### src/verilog/hbs_pkg.sv
// Package of constants and types for the holding brake sequencer
package hbs_pkg;

    // ****************************************
    // Register map
    // ****************************************
    localparam logic [15:0] ADDR_BRAKE_MANUAL   = 16'h0814;
    localparam logic [15:0] BRAKE_MANUAL_RESET  = 16'h0000;
    localparam int          BRAKE_MANUAL_BIT    = 0;
    localparam logic        BRAKE_MODE_AUTO     = 1'b0;
    localparam logic        BRAKE_MODE_MANUAL   = 1'b1;

    // ****************************************
    // Operating states and error codes
    // ****************************************
    localparam logic [3:0]  OPST_SWITCH_ON_DIS  = 4'h3;
    localparam logic [3:0]  OPST_READY          = 4'h4;
    localparam logic [3:0]  OPST_OP_ENABLED     = 4'h6;
    localparam logic [3:0]  OPST_FAULT          = 4'h9;
    localparam logic [15:0] ERR_TORQUE_CUTOFF   = 16'h1300;
    localparam logic [15:0] ERR_NONE            = 16'h0000;

    // ****************************************
    // Timing
    // ****************************************
    localparam int          CLK_PERIOD_NS       = 10;
    localparam int          TIME_UNIT_US        = 1;
    localparam int          CYC_PER_US          = (TIME_UNIT_US * 1000) / CLK_PERIOD_NS;
    localparam int          TIME_W              = 16;

    // Power stage and brake sequence
    typedef enum logic [2:0] {
        HBS_OFF,
        HBS_RELEASING,
        HBS_RUN,
        HBS_APPLYING
    } hbs_state_t;

endpackage : hbs_pkg

### src/verilog/hbs_brake_seq.sv
// Holding brake sequencer: power stage, brake timing, manual release and trips

// Behaviour
// - Power stage enabled releases the brake
// - State 6 only after release time
// - Power stage disabled engages the brake
// - Keep current until apply time elapsed
// - Times come from motor nameplate data
// - Manual release only in states 3,4,9
// - Manual control bit, 0 auto, 1 release
// - Power stage enable clears manual bit
// - Manual bit write acts at once
// - Torque cutoff disables stage, error 1300
// - Tripped limit switch raises error
// - Limit switch enable and polarity configurable
module hbs_brake_seq #(
    parameter int                      N_LIMIT = 2,
    parameter int                      TW      = hbs_pkg::TIME_W
) (
    // Clock and reset
    input  wire logic                  sys_clk_i,
    input  wire logic                  sys_rst_i,
    // Parameter access
    input  wire logic                  param_wr_i,
    input  wire logic [15:0]           param_addr_i,
    input  wire logic [15:0]           param_wdata_i,
    output logic [15:0]                param_rdata_o,
    // Drive state machine
    input  wire logic                  stage_enable_req_i,
    input  wire logic [3:0]            op_state_i,
    // Motor nameplate times in microseconds
    input  wire logic [TW-1:0]         release_time_us_i,
    input  wire logic [TW-1:0]         apply_time_us_i,
    // Safety inputs
    input  wire logic                  torque_cutoff_input_a_i,
    input  wire logic                  torque_cutoff_input_b_i,
    input  wire logic [N_LIMIT-1:0]    limit_pin_i,
    input  wire logic [N_LIMIT-1:0]    limit_en_i,
    input  wire logic [N_LIMIT-1:0]    limit_nc_i,
    // Power stage and brake
    output logic                       motor_current_o,
    output logic                       brake_release_o,
    output logic                       op_enable_ok_o,
    // Errors
    output logic [15:0]                error_code_o,
    output logic                       limit_error_o
);
    localparam int CW = TW + 8;

    // Refuse sizes the cycle arithmetic and the switch vector cannot serve
    if (TW < 4 || TW > 24) begin : g_bad_tw
        $error("hbs_brake_seq: TW out of range");
    end
    if (N_LIMIT < 1) begin : g_bad_n
        $error("hbs_brake_seq: N_LIMIT below 1");
    end

    // Microseconds to clock cycles, least one cycle
    function automatic logic [CW-1:0] us_to_cyc(input logic [TW-1:0] us);
        logic [CW-1:0] c;
        c = CW'(us) * CW'(hbs_pkg::CYC_PER_US);
        if (c == '0) c = CW'(1);
        return c;
    endfunction

    // ****************************************
    // Limit switches
    // ****************************************
    logic [N_LIMIT-1:0] tripped;

    hbs_limit_in #(.N(N_LIMIT)) u_limit (
        .sys_clk_i   (sys_clk_i),
        .sys_rst_i   (sys_rst_i),
        .limit_pin_i (limit_pin_i),
        .limit_en_i  (limit_en_i),
        .limit_nc_i  (limit_nc_i),
        .tripped_o   (tripped)
    );

    // ****************************************
    // Sequencer
    // ****************************************
    hbs_pkg::hbs_state_t st_q, st_d;
    logic                manual_q, manual_d;
    logic                cur_q, cur_d;
    logic                brk_q, brk_d;
    logic                opok_q, opok_d;
    logic [15:0]         err_q, err_d;
    logic                lim_q, lim_d;
    logic [15:0]         rdata_q, rdata_d;
    logic                tmr_load;
    logic [CW-1:0]       tmr_count;
    logic                tmr_done;
    logic                cutoff;
    logic                manual_ok;

    hbs_timer #(.W(CW)) u_timer (
        .sys_clk_i (sys_clk_i),
        .sys_rst_i (sys_rst_i),
        .load_i    (tmr_load),
        .count_i   (tmr_count),
        .done_o    (tmr_done)
    );

    // Either channel low trips the cutoff; channels are kept apart in the wiring
    assign cutoff = !torque_cutoff_input_a_i || !torque_cutoff_input_b_i;

    // States where the brake may be opened by hand
    assign manual_ok = (op_state_i == hbs_pkg::OPST_SWITCH_ON_DIS) ||
                       (op_state_i == hbs_pkg::OPST_READY) ||
                       (op_state_i == hbs_pkg::OPST_FAULT);

    // Next state, timer loads and outputs
    always_comb begin
        st_d      = st_q;
        manual_d  = manual_q;
        err_d     = err_q;
        tmr_load  = 1'b0;
        tmr_count = '0;
        lim_d     = |tripped;
        // Manual bit write lands at once
        if (param_wr_i && param_addr_i == hbs_pkg::ADDR_BRAKE_MANUAL) begin
            manual_d = param_wdata_i[hbs_pkg::BRAKE_MANUAL_BIT];
        end
        case (st_q)
            hbs_pkg::HBS_OFF: begin
                if (stage_enable_req_i && !cutoff) begin
                    st_d      = hbs_pkg::HBS_RELEASING;
                    tmr_load  = 1'b1;
                    tmr_count = us_to_cyc(release_time_us_i);
                end
            end
            hbs_pkg::HBS_RELEASING: begin
                if (cutoff) begin
                    st_d = hbs_pkg::HBS_OFF;
                end else if (!stage_enable_req_i) begin
                    st_d      = hbs_pkg::HBS_APPLYING;
                    tmr_load  = 1'b1;
                    tmr_count = us_to_cyc(apply_time_us_i);
                end else if (tmr_done) begin
                    st_d = hbs_pkg::HBS_RUN;
                end
            end
            hbs_pkg::HBS_RUN: begin
                if (cutoff) begin
                    st_d = hbs_pkg::HBS_OFF;
                end else if (!stage_enable_req_i) begin
                    st_d      = hbs_pkg::HBS_APPLYING;
                    tmr_load  = 1'b1;
                    tmr_count = us_to_cyc(apply_time_us_i);
                end
            end
            hbs_pkg::HBS_APPLYING: begin
                if (cutoff || tmr_done) begin
                    st_d = hbs_pkg::HBS_OFF;
                end
            end
            default: begin
                st_d = hbs_pkg::HBS_OFF;
            end
        endcase
        // Enabling the stage returns brake handling to automatic
        if (st_d != hbs_pkg::HBS_OFF && st_d != hbs_pkg::HBS_APPLYING) begin
            manual_d = hbs_pkg::BRAKE_MODE_AUTO;
        end
        if (cutoff && st_q != hbs_pkg::HBS_OFF) begin
            err_d = hbs_pkg::ERR_TORQUE_CUTOFF;
        end else if (st_q == hbs_pkg::HBS_OFF && stage_enable_req_i && !cutoff) begin
            err_d = hbs_pkg::ERR_NONE;
        end
        // Current flows while enabled and during the apply wait
        cur_d  = (st_d != hbs_pkg::HBS_OFF);
        brk_d  = (st_d == hbs_pkg::HBS_RELEASING) || (st_d == hbs_pkg::HBS_RUN) ||
                 (st_d == hbs_pkg::HBS_OFF && manual_d && manual_ok);
        opok_d = (st_d == hbs_pkg::HBS_RUN);
        rdata_d = 16'h0000;
        if (param_addr_i == hbs_pkg::ADDR_BRAKE_MANUAL) begin
            rdata_d[hbs_pkg::BRAKE_MANUAL_BIT] = manual_d;
        end
    end

    // Registers
    always_ff @(posedge sys_clk_i or posedge sys_rst_i) begin
        if (sys_rst_i) begin
            st_q     <= hbs_pkg::HBS_OFF;
            manual_q <= hbs_pkg::BRAKE_MANUAL_RESET[hbs_pkg::BRAKE_MANUAL_BIT];
            cur_q    <= 1'b0;
            brk_q    <= 1'b0;
            opok_q   <= 1'b0;
            err_q    <= hbs_pkg::ERR_NONE;
            lim_q    <= 1'b0;
            rdata_q  <= 16'h0000;
        end else begin
            st_q     <= st_d;
            manual_q <= manual_d;
            cur_q    <= cur_d;
            brk_q    <= brk_d;
            opok_q   <= opok_d;
            err_q    <= err_d;
            lim_q    <= lim_d;
            rdata_q  <= rdata_d;
        end
    end

    assign motor_current_o = cur_q;
    assign brake_release_o = brk_q;
    assign op_enable_ok_o  = opok_q;
    assign error_code_o    = err_q;
    assign limit_error_o   = lim_q;
    assign param_rdata_o   = rdata_q;

    // ****************************************
    // Checks
    // ****************************************
    // Brake open without current only when opened by hand
    brake_needs_current_a: assert property (@(posedge sys_clk_i) disable iff (sys_rst_i)
        (brake_release_o && !motor_current_o) |-> manual_q)
        else $error("Brake open without current outside manual mode");
    // Running means current on and brake open
    run_brake_open_a: assert property (@(posedge sys_clk_i) disable iff (sys_rst_i)
        (st_q == hbs_pkg::HBS_RUN) |-> brake_release_o && motor_current_o)
        else $error("Brake closed or current off while running");
    // An accepted enable opens the brake and starts the release wait
    enable_opens_a: assert property (@(posedge sys_clk_i) disable iff (sys_rst_i)
        (st_q == hbs_pkg::HBS_OFF && stage_enable_req_i && !cutoff) |=>
        st_q == hbs_pkg::HBS_RELEASING && motor_current_o && brake_release_o)
        else $error("Enable did not release the brake");
    // Operation allowed only straight out of a finished release wait
    op_after_release_a: assert property (@(posedge sys_clk_i) disable iff (sys_rst_i)
        $rose(op_enable_ok_o) |-> $past(st_q) == hbs_pkg::HBS_RELEASING && $past(tmr_done))
        else $error("Operation enabled before release time");
    // Operation flag only while running
    op_only_run_a: assert property (@(posedge sys_clk_i) disable iff (sys_rst_i)
        op_enable_ok_o |-> st_q == hbs_pkg::HBS_RUN)
        else $error("Operation flag outside run state");
    // No operation while the release count is still running
    release_wait_a: assert property (@(posedge sys_clk_i) disable iff (sys_rst_i)
        (st_q == hbs_pkg::HBS_RELEASING && !tmr_done) |=> !op_enable_ok_o)
        else $error("Operation flag during release wait");
    // Counter at zero ends the release wait
    release_done_a: assert property (@(posedge sys_clk_i) disable iff (sys_rst_i)
        (st_q == hbs_pkg::HBS_RELEASING && tmr_done && stage_enable_req_i && !cutoff) |=>
        st_q == hbs_pkg::HBS_RUN && op_enable_ok_o)
        else $error("Release wait did not end at zero count");
    // Brake held while applying
    brake_on_off_a: assert property (@(posedge sys_clk_i) disable iff (sys_rst_i)
        (st_q == hbs_pkg::HBS_APPLYING) |-> !brake_release_o)
        else $error("Brake not engaged while applying");
    // Stage off and no manual request keeps the brake closed
    off_brake_closed_a: assert property (@(posedge sys_clk_i) disable iff (sys_rst_i)
        (st_q == hbs_pkg::HBS_OFF && !manual_q) |-> !brake_release_o)
        else $error("Brake open with stage off in automatic mode");
    // Dropping the request closes the brake but keeps current
    disable_applies_a: assert property (@(posedge sys_clk_i) disable iff (sys_rst_i)
        (st_q == hbs_pkg::HBS_RUN && !stage_enable_req_i && !cutoff) |=>
        st_q == hbs_pkg::HBS_APPLYING && motor_current_o && !brake_release_o)
        else $error("Disable did not start the apply wait");
    // Current must outlast the apply wait
    current_during_apply_a: assert property (@(posedge sys_clk_i) disable iff (sys_rst_i)
        (st_q == hbs_pkg::HBS_APPLYING && !tmr_done && !cutoff) |=> motor_current_o)
        else $error("Current removed before apply time");
    // Counter at zero ends the apply wait and removes current
    apply_ends_a: assert property (@(posedge sys_clk_i) disable iff (sys_rst_i)
        (st_q == hbs_pkg::HBS_APPLYING && tmr_done) |=> st_q == hbs_pkg::HBS_OFF && !motor_current_o)
        else $error("Apply wait did not end at zero count");
    // Hand release refused outside the permitted states
    manual_gate_a: assert property (@(posedge sys_clk_i) disable iff (sys_rst_i)
        (manual_d && st_d == hbs_pkg::HBS_OFF && !manual_ok) |=> !brake_release_o)
        else $error("Manual release outside allowed states");
    // Hand release granted in a permitted state with the stage off
    manual_open_a: assert property (@(posedge sys_clk_i) disable iff (sys_rst_i)
        (param_wr_i && param_addr_i == hbs_pkg::ADDR_BRAKE_MANUAL && param_wdata_i[hbs_pkg::BRAKE_MANUAL_BIT]
         && st_q == hbs_pkg::HBS_OFF && !stage_enable_req_i && manual_ok) |=> brake_release_o)
        else $error("Manual release not granted");
    // Read back shows the stored bit and nothing else
    manual_read_a: assert property (@(posedge sys_clk_i) disable iff (sys_rst_i)
        (param_addr_i == hbs_pkg::ADDR_BRAKE_MANUAL) |=>
        param_rdata_o == (16'(manual_q) << hbs_pkg::BRAKE_MANUAL_BIT))
        else $error("Manual bit read back wrong");
    // Other addresses read zero
    other_read_a: assert property (@(posedge sys_clk_i) disable iff (sys_rst_i)
        (param_addr_i != hbs_pkg::ADDR_BRAKE_MANUAL) |=> param_rdata_o == 16'h0000)
        else $error("Unmapped address read nonzero");
    // No manual request survives while running
    manual_cleared_a: assert property (@(posedge sys_clk_i) disable iff (sys_rst_i)
        (st_q == hbs_pkg::HBS_RUN) |-> !manual_q)
        else $error("Manual bit set while stage enabled");
    // An accepted enable returns brake handling to automatic
    enable_clears_a: assert property (@(posedge sys_clk_i) disable iff (sys_rst_i)
        (st_q == hbs_pkg::HBS_OFF && stage_enable_req_i && !cutoff) |=> !manual_q)
        else $error("Enable did not clear the manual bit");
    // A write with the stage off lands on the next edge
    manual_write_a: assert property (@(posedge sys_clk_i) disable iff (sys_rst_i)
        (param_wr_i && param_addr_i == hbs_pkg::ADDR_BRAKE_MANUAL && st_q == hbs_pkg::HBS_OFF
         && !(stage_enable_req_i && !cutoff)) |=> manual_q == $past(param_wdata_i[hbs_pkg::BRAKE_MANUAL_BIT]))
        else $error("Manual bit write not taken at once");
    // Cutoff while running stops the stage and reports
    cutoff_error_a: assert property (@(posedge sys_clk_i) disable iff (sys_rst_i)
        (cutoff && st_q == hbs_pkg::HBS_RUN) |=> !motor_current_o && error_code_o == hbs_pkg::ERR_TORQUE_CUTOFF)
        else $error("Torque cutoff did not stop stage");
    // Cutoff during the release wait stops the stage and reports
    cutoff_release_a: assert property (@(posedge sys_clk_i) disable iff (sys_rst_i)
        (cutoff && st_q == hbs_pkg::HBS_RELEASING) |=>
        !motor_current_o && error_code_o == hbs_pkg::ERR_TORQUE_CUTOFF)
        else $error("Torque cutoff ignored during release");
    // Enable refused while the cutoff is active
    cutoff_refuse_a: assert property (@(posedge sys_clk_i) disable iff (sys_rst_i)
        (cutoff && st_q == hbs_pkg::HBS_OFF) |=> st_q == hbs_pkg::HBS_OFF && !motor_current_o)
        else $error("Stage enabled during torque cutoff");
    // Only the two known error codes appear
    error_values_a: assert property (@(posedge sys_clk_i) disable iff (sys_rst_i)
        error_code_o == hbs_pkg::ERR_NONE || error_code_o == hbs_pkg::ERR_TORQUE_CUTOFF)
        else $error("Unknown error code shown");
    // The error stands until the next accepted enable
    error_hold_a: assert property (@(posedge sys_clk_i) disable iff (sys_rst_i)
        (st_q == hbs_pkg::HBS_OFF && !(stage_enable_req_i && !cutoff)) |=> $stable(error_code_o))
        else $error("Error code changed with stage off");
    // An enabled tripped switch reports two edges later
    limit_flag_a: assert property (@(posedge sys_clk_i) disable iff (sys_rst_i)
        (|(limit_en_i & (limit_pin_i ^ limit_nc_i))) |-> ##2 limit_error_o)
        else $error("Limit trip not reported");
    // Disabled or resting switches never report
    limit_clear_a: assert property (@(posedge sys_clk_i) disable iff (sys_rst_i)
        !(|(limit_en_i & (limit_pin_i ^ limit_nc_i))) |-> ##2 !limit_error_o)
        else $error("Limit error without an enabled trip");

endmodule // hbs_brake_seq

### src/verilog/hbs_timer.sv
// Down-counter that times one brake transition
module hbs_timer #(
    parameter int W = 32
) (
    // Clock and reset
    input  wire logic         sys_clk_i,
    input  wire logic         sys_rst_i,
    // Control
    input  wire logic         load_i,
    input  wire logic [W-1:0] count_i,
    // Status
    output logic              done_o
);
    if (W < 2) begin : g_bad_w
        $error("hbs_timer: width too small");
    end

    logic [W-1:0] cnt_q, cnt_d;

    // Load on request, else count down to zero
    always_comb begin
        cnt_d = cnt_q;
        if (load_i) begin
            cnt_d = count_i;
        end else if (cnt_q != '0) begin
            cnt_d = cnt_q - W'(1);
        end
    end

    always_ff @(posedge sys_clk_i or posedge sys_rst_i) begin
        if (sys_rst_i) begin
            cnt_q <= '0;
        end else begin
            cnt_q <= cnt_d;
        end
    end

    assign done_o = (cnt_q == '0) && !load_i;

endmodule // hbs_timer

### src/verilog/hbs_limit_in.sv
// Limit switch conditioning: enable and contact polarity
module hbs_limit_in #(
    parameter int N = 2
) (
    // Clock and reset
    input  wire logic         sys_clk_i,
    input  wire logic         sys_rst_i,
    // Switch pins and configuration
    input  wire logic [N-1:0] limit_pin_i,
    input  wire logic [N-1:0] limit_en_i,
    input  wire logic [N-1:0] limit_nc_i,
    // Tripped flags
    output logic [N-1:0]      tripped_o
);
    if (N < 1) begin : g_bad_n
        $error("hbs_limit_in: need one switch");
    end

    logic [N-1:0] trip_q, trip_d;

    // Normally-closed contacts trip on an open (low) pin
    always_comb begin
        trip_d = limit_en_i & (limit_pin_i ^ limit_nc_i);
    end

    always_ff @(posedge sys_clk_i or posedge sys_rst_i) begin
        if (sys_rst_i) begin
            trip_q <= '0;
        end else begin
            trip_q <= trip_d;
        end
    end

    assign tripped_o = trip_q;

endmodule // hbs_limit_in

### config.mk
export PLATFORM = sky130hd
export DESIGN_NAME = hbs_brake_seq
export DESIGN_NICKNAME = d
export VERILOG_FILES = /design/src/verilog/hbs_pkg.sv /design/src/verilog/hbs_brake_seq.sv /design/src/verilog/hbs_timer.sv /design/src/verilog/hbs_limit_in.sv
export SDC_FILE = /design/constraint.sdc
export NUM_CORES = 1
export LEC_CHECK = 0
export ABC_AREA = 1
export BUFFER_PORTS_ARGS = -buffer_cell sky130_fd_sc_hd__buf_2
export CORE_UTILIZATION = 47
export DETAILED_ROUTE_END_ITERATION = 12
export PLACE_DENSITY = 0.76
export SKIP_LAST_GASP = 1
export SYNTH_ARGS = -nofsm -noshare
export SYNTH_HDL_FRONTEND = slang
export SYNTH_HIERARCHICAL = 1
export SYNTH_SLANG_ARGS = --single-unit
### constraint.sdc
create_clock -name sys_clk_i -period 3.3 [get_ports sys_clk_i]
set_input_delay 0.99 -clock sys_clk_i [delete_from_list [all_inputs] [get_ports sys_clk_i]]
set_output_delay 0.99 -clock sys_clk_i [all_outputs]
set_load 0.02 [all_outputs]
==> flow_summary_export.csv <==
group,metric,value,unit
outcome,status,"complete, but fails checks",
outcome,violations,"setup timing",
synth,synth_top_area_share,19.9,%
timing,finalSetupViolCount,15,
power_and_ir_drop,p_int,2.55,mW
synth,synthTopCellsByArea,"ha_1, nand2_1, dfrtp_1, inv_1, fa_1",
hold_path,hold_end,"limit_error_o$_DFF_PP0_",
clock_tree,root_buffer,"clkbuf_16",
timing,tightest_slew,924,ps
power_and_ir_drop,power.total,4.99,mW
timing,skew,5.39,ps
power_and_ir_drop,leakagePower,5.14,nW
timing,finalHoldViolations,0,
power_and_ir_drop,vdd_drop_max,0.282,mV
clock_tree,clock_latency,280,ps
die,die_w,122,µm
routing,drt_iter0_markers,462,
layout,mostFrequentLayoutCells,"nand2_1, inv_1, buf_4, nand2_2, nor2_1",
power_and_ir_drop,p_switching,2.43,mW
synth,yosys.area.top_type,"ha_1",
hold_path,hold_path_depth,1,
synth,synth.distinct_cells,41,
critical_path,cp.required,3470,ps
layout,stdcell_area,9970,µm²
routing,num_vias,7371,
global_routing,grtUsageTotal,24.6,%
die,coreArea,14000,µm²
global_routing,first_global_vias,6947,
global_routing,grt_overflow_total,0,
routing,drc,0,
layout,area_growth_syn_to_layout,46.5,%
routing,wirelength,20200,µm
placed_design,place_area,8660,µm²
synth,ys_warn_count,6,
timing,relSlewSlack,38.3,%
clock_tree,htreeDepth,2,
timing,holdWs,426,ps
synth,ys_seq_area_share,13.2,%
layout,utilization,71.3,%
hold_path,min-delay-start,"u_limit/tripped_o[0]$_DFF_PP0_",
clock_tree,clkSlewWorstSetupHoldPaths,60,ps
hold_path,holdCritPathClass,"reg2reg",
timing,period_needed,3790,ps
critical_path,timing.rr.start,"st_q[0]$_DFF_PP0_",
synth,ys_ff_latch,36,
layout,antennaDiodeCount,0,
critical_path,r2r_setup_slack,730,ps
clock_tree,clk_path_buf_depth,2,
routing,drtPass1Iterations,6,
clock_tree,numCtsBuffers,5,
layout,final_common_cell,"nand2_1",
layout,multi_input_area,6490,µm²
timing,fin_crit_sh,115,%
synth,netlist_instances,1068,
power_and_ir_drop,p_per_area,500,nW/µm²
die,die_height,122,µm
layout,finalNetCount,1458,
critical_path,cp-start-kind,"primary input",
die,initial_core_util,48.6,%
timing,maxSlewViolCount,0,
placed_design,portBuffers,72,
critical_path,path_class,"in2reg",
die,ios,116,
die,dieArea,15000,µm²
timing,rsz0062_at_grt,"true",
critical_path,cp_max_fo,5,
placed_design,dp_hpwl,13700,µm
clock_tree,cts_hold_buf,0,
routing,vias_per_cell,5.16,
clock_tree,cts_tree,"yes",
global_routing,antenna_found_initial,0,
critical_path,arrival,3960,ps
power_and_ir_drop,seqPwrFrac,13.5,%
global_routing,grt_max_degree,45,
layout,seq_area,901,µm²
synth,synth-main-ff-cell,"dfrtp_1",
clock_tree,clkSinkCount,36,
power_and_ir_drop,pwr-share-clk,9.1,%
synth,syn_area_per_cell,6.37,µm²
layout,drive_gt1_share,43.1,%
routing,drt.antenna.violating_nets,0,
critical_path,r2r_cells,15,
critical_path,r2r-end,"u_timer/cnt_q[21]$_DFFE_PP0N_",
power_and_ir_drop,comb_power_share,77.4,%
timing,fin_ws,-490,ps
flow_run,max_cap_violations,0,
die,std_cell_rows,43,
synth,synth_edf_count,0,
global_routing,grt_pass1_wl,30000,µm
power_and_ir_drop,swShare,48.8,%
layout,nFillCells,1010,
synth,async_flop_share,100,%
synth,synth_area,6810,µm²
timing,fmax,264,MHz
routing,wl_per_cell,14.1,µm
critical_path,setup.worst_path.end_class,"flop",
placed_design,gp_congestion,0.863,
[final cells by class]
| cell class | instances | area share, % |
|---|---|---|
| clock buffer | 5 | 1.26 |
| clock inverter | 2 | 0.126 |
| inverter | 220 | 8.41 |
| multi-input combinational | 800 | 65.1 |
| sequential | 36 | 9.04 |
| tap | 180 | 2.26 |
| timing repair buffer | 185 | 13.8 |
[cells in the mapped netlist (all sizes together), types with 4 or more instances]
cell type / count
nand4: 21
inv: 220
or2: 9
nand3b: 16
o22ai: 7
xor2: 5
fa: 22
o21ai: 37
buf: 37
ha: 108
clkbuf: 5
nand3: 88
and2: 4
nand2: 285
nor2: 119
dfrtp: 36
a21oi: 31
nor3: 6
xnor2: 5
[logic make-up (layout without fill, tap and decap cells)]
kind of cell,count (synthesis),in the layout,share of synthesized area (%)
AOI/OAI and AO/OA,78,78,6.20
muxes,1,1,0.147
buffers and inverters,262,412,16.5
other,1,31,0.0551
xor gates and xnor gates,10,10,1.29
DFF,36,36,13.2
and+or+nand+nor,550,550,36.3
adders and majority gates,130,130,26.3
[worst max path at each step]
stage / from / end / slack [ps] / cells after the start
after detailed placement: apply_time_us_i[10] / u_timer/cnt_q[2]$_DFFE_PP0N_ / -720 / 22
after global placement: release_time_us_i[3] / u_timer/cnt_q[2]$_DFFE_PP0N_ / -670 / 24
after global routing: release_time_us_i[3] / u_timer/cnt_q[2]$_DFFE_PP0N_ / -600 / 24
after CTS: apply_time_us_i[11] / u_timer/cnt_q[0]$_DFFE_PP0N_ / -300 / 21
final: release_time_us_i[3] / u_timer/cnt_q[2]$_DFFE_PP0N_ / -490 / 24
after floorplan: apply_time_us_i[3] / u_timer/cnt_q[2]$_DFFE_PP0N_ / -200 / 22
[per-stage QoR]
stage          setup slack (ps)  setup TNS [ps]  instances
6_report                   -490           -4450       1428
5_1_grt                    -603           -6140       1428
3_3_place_gp               -668           -7950       1406
3_5_place_dp               -723           -8790       1406
2_1_floorplan              -197            -878       1098
4_1_cts                    -302           -2670       1423
[state kept, by name, indices dropped and copies added, names as in the netlist]
signal and count:
st_q 3, param_rdata_o 1, op_enable_ok_o 1, brake_release_o 1
manual_q 1, u_limit/tripped_o 2, u_timer/cnt_q 24, limit_error_o 1
error_code_o 1, motor_current_o 1
[power groups by stage]
| stage | Clock [mW] | Sequential (mW) | Combinational [mW] |
|---|---|---|---|
| finish | 0.455 | 0.672 | 3.86 |
| CTS | 0.462 | 0.671 | 3.31 |
| detailed placement | 0 | 0.674 | 2.92 |
| global route | 0.479 | 0.686 | 4.17 |
| global placement | 0 | 0.670 | 2.85 |
| floorplan | 0 | 0.654 | 2.01 |
[what timing repair did]
action                                 4_1_cts  5_1_grt
endpoints found under the hold margin        0        0
gates resized for setup                    159      134
setup endpoints to repair                   15       16
pin swaps                                  130      107
setup buffers                               10        8
[worst max-delay path, cell delays in order]
cell and delay (ps):
buf_4 140, ha_4 230, ha_1 290, inv_1 60, fa_1 500, inv_2 50
ha_4 290, nand2_2 80, inv_1 70, nand3_1 130, nand2_2 110, nand2_1 60
nand2_2 110, nand2_1 70, nor2_1 130, nand3_1 110, nor2_2 130, nand2_2 80
nand2_2 60, nand2_2 50, nand2_2 60, nand2_1 50, nand2_1 50, inv_1 40
[routing by layer]
layer  wire [µm]  global-route usage (%)  up-vias
met3         789                    2.79       70
met2       10700                    45.4      234
met4         675                    8.00        0
met5           0                       0        -
met1        8050                    29.4     3416
li1            -                       -     3651
Power figures use the tool's default switching activity.
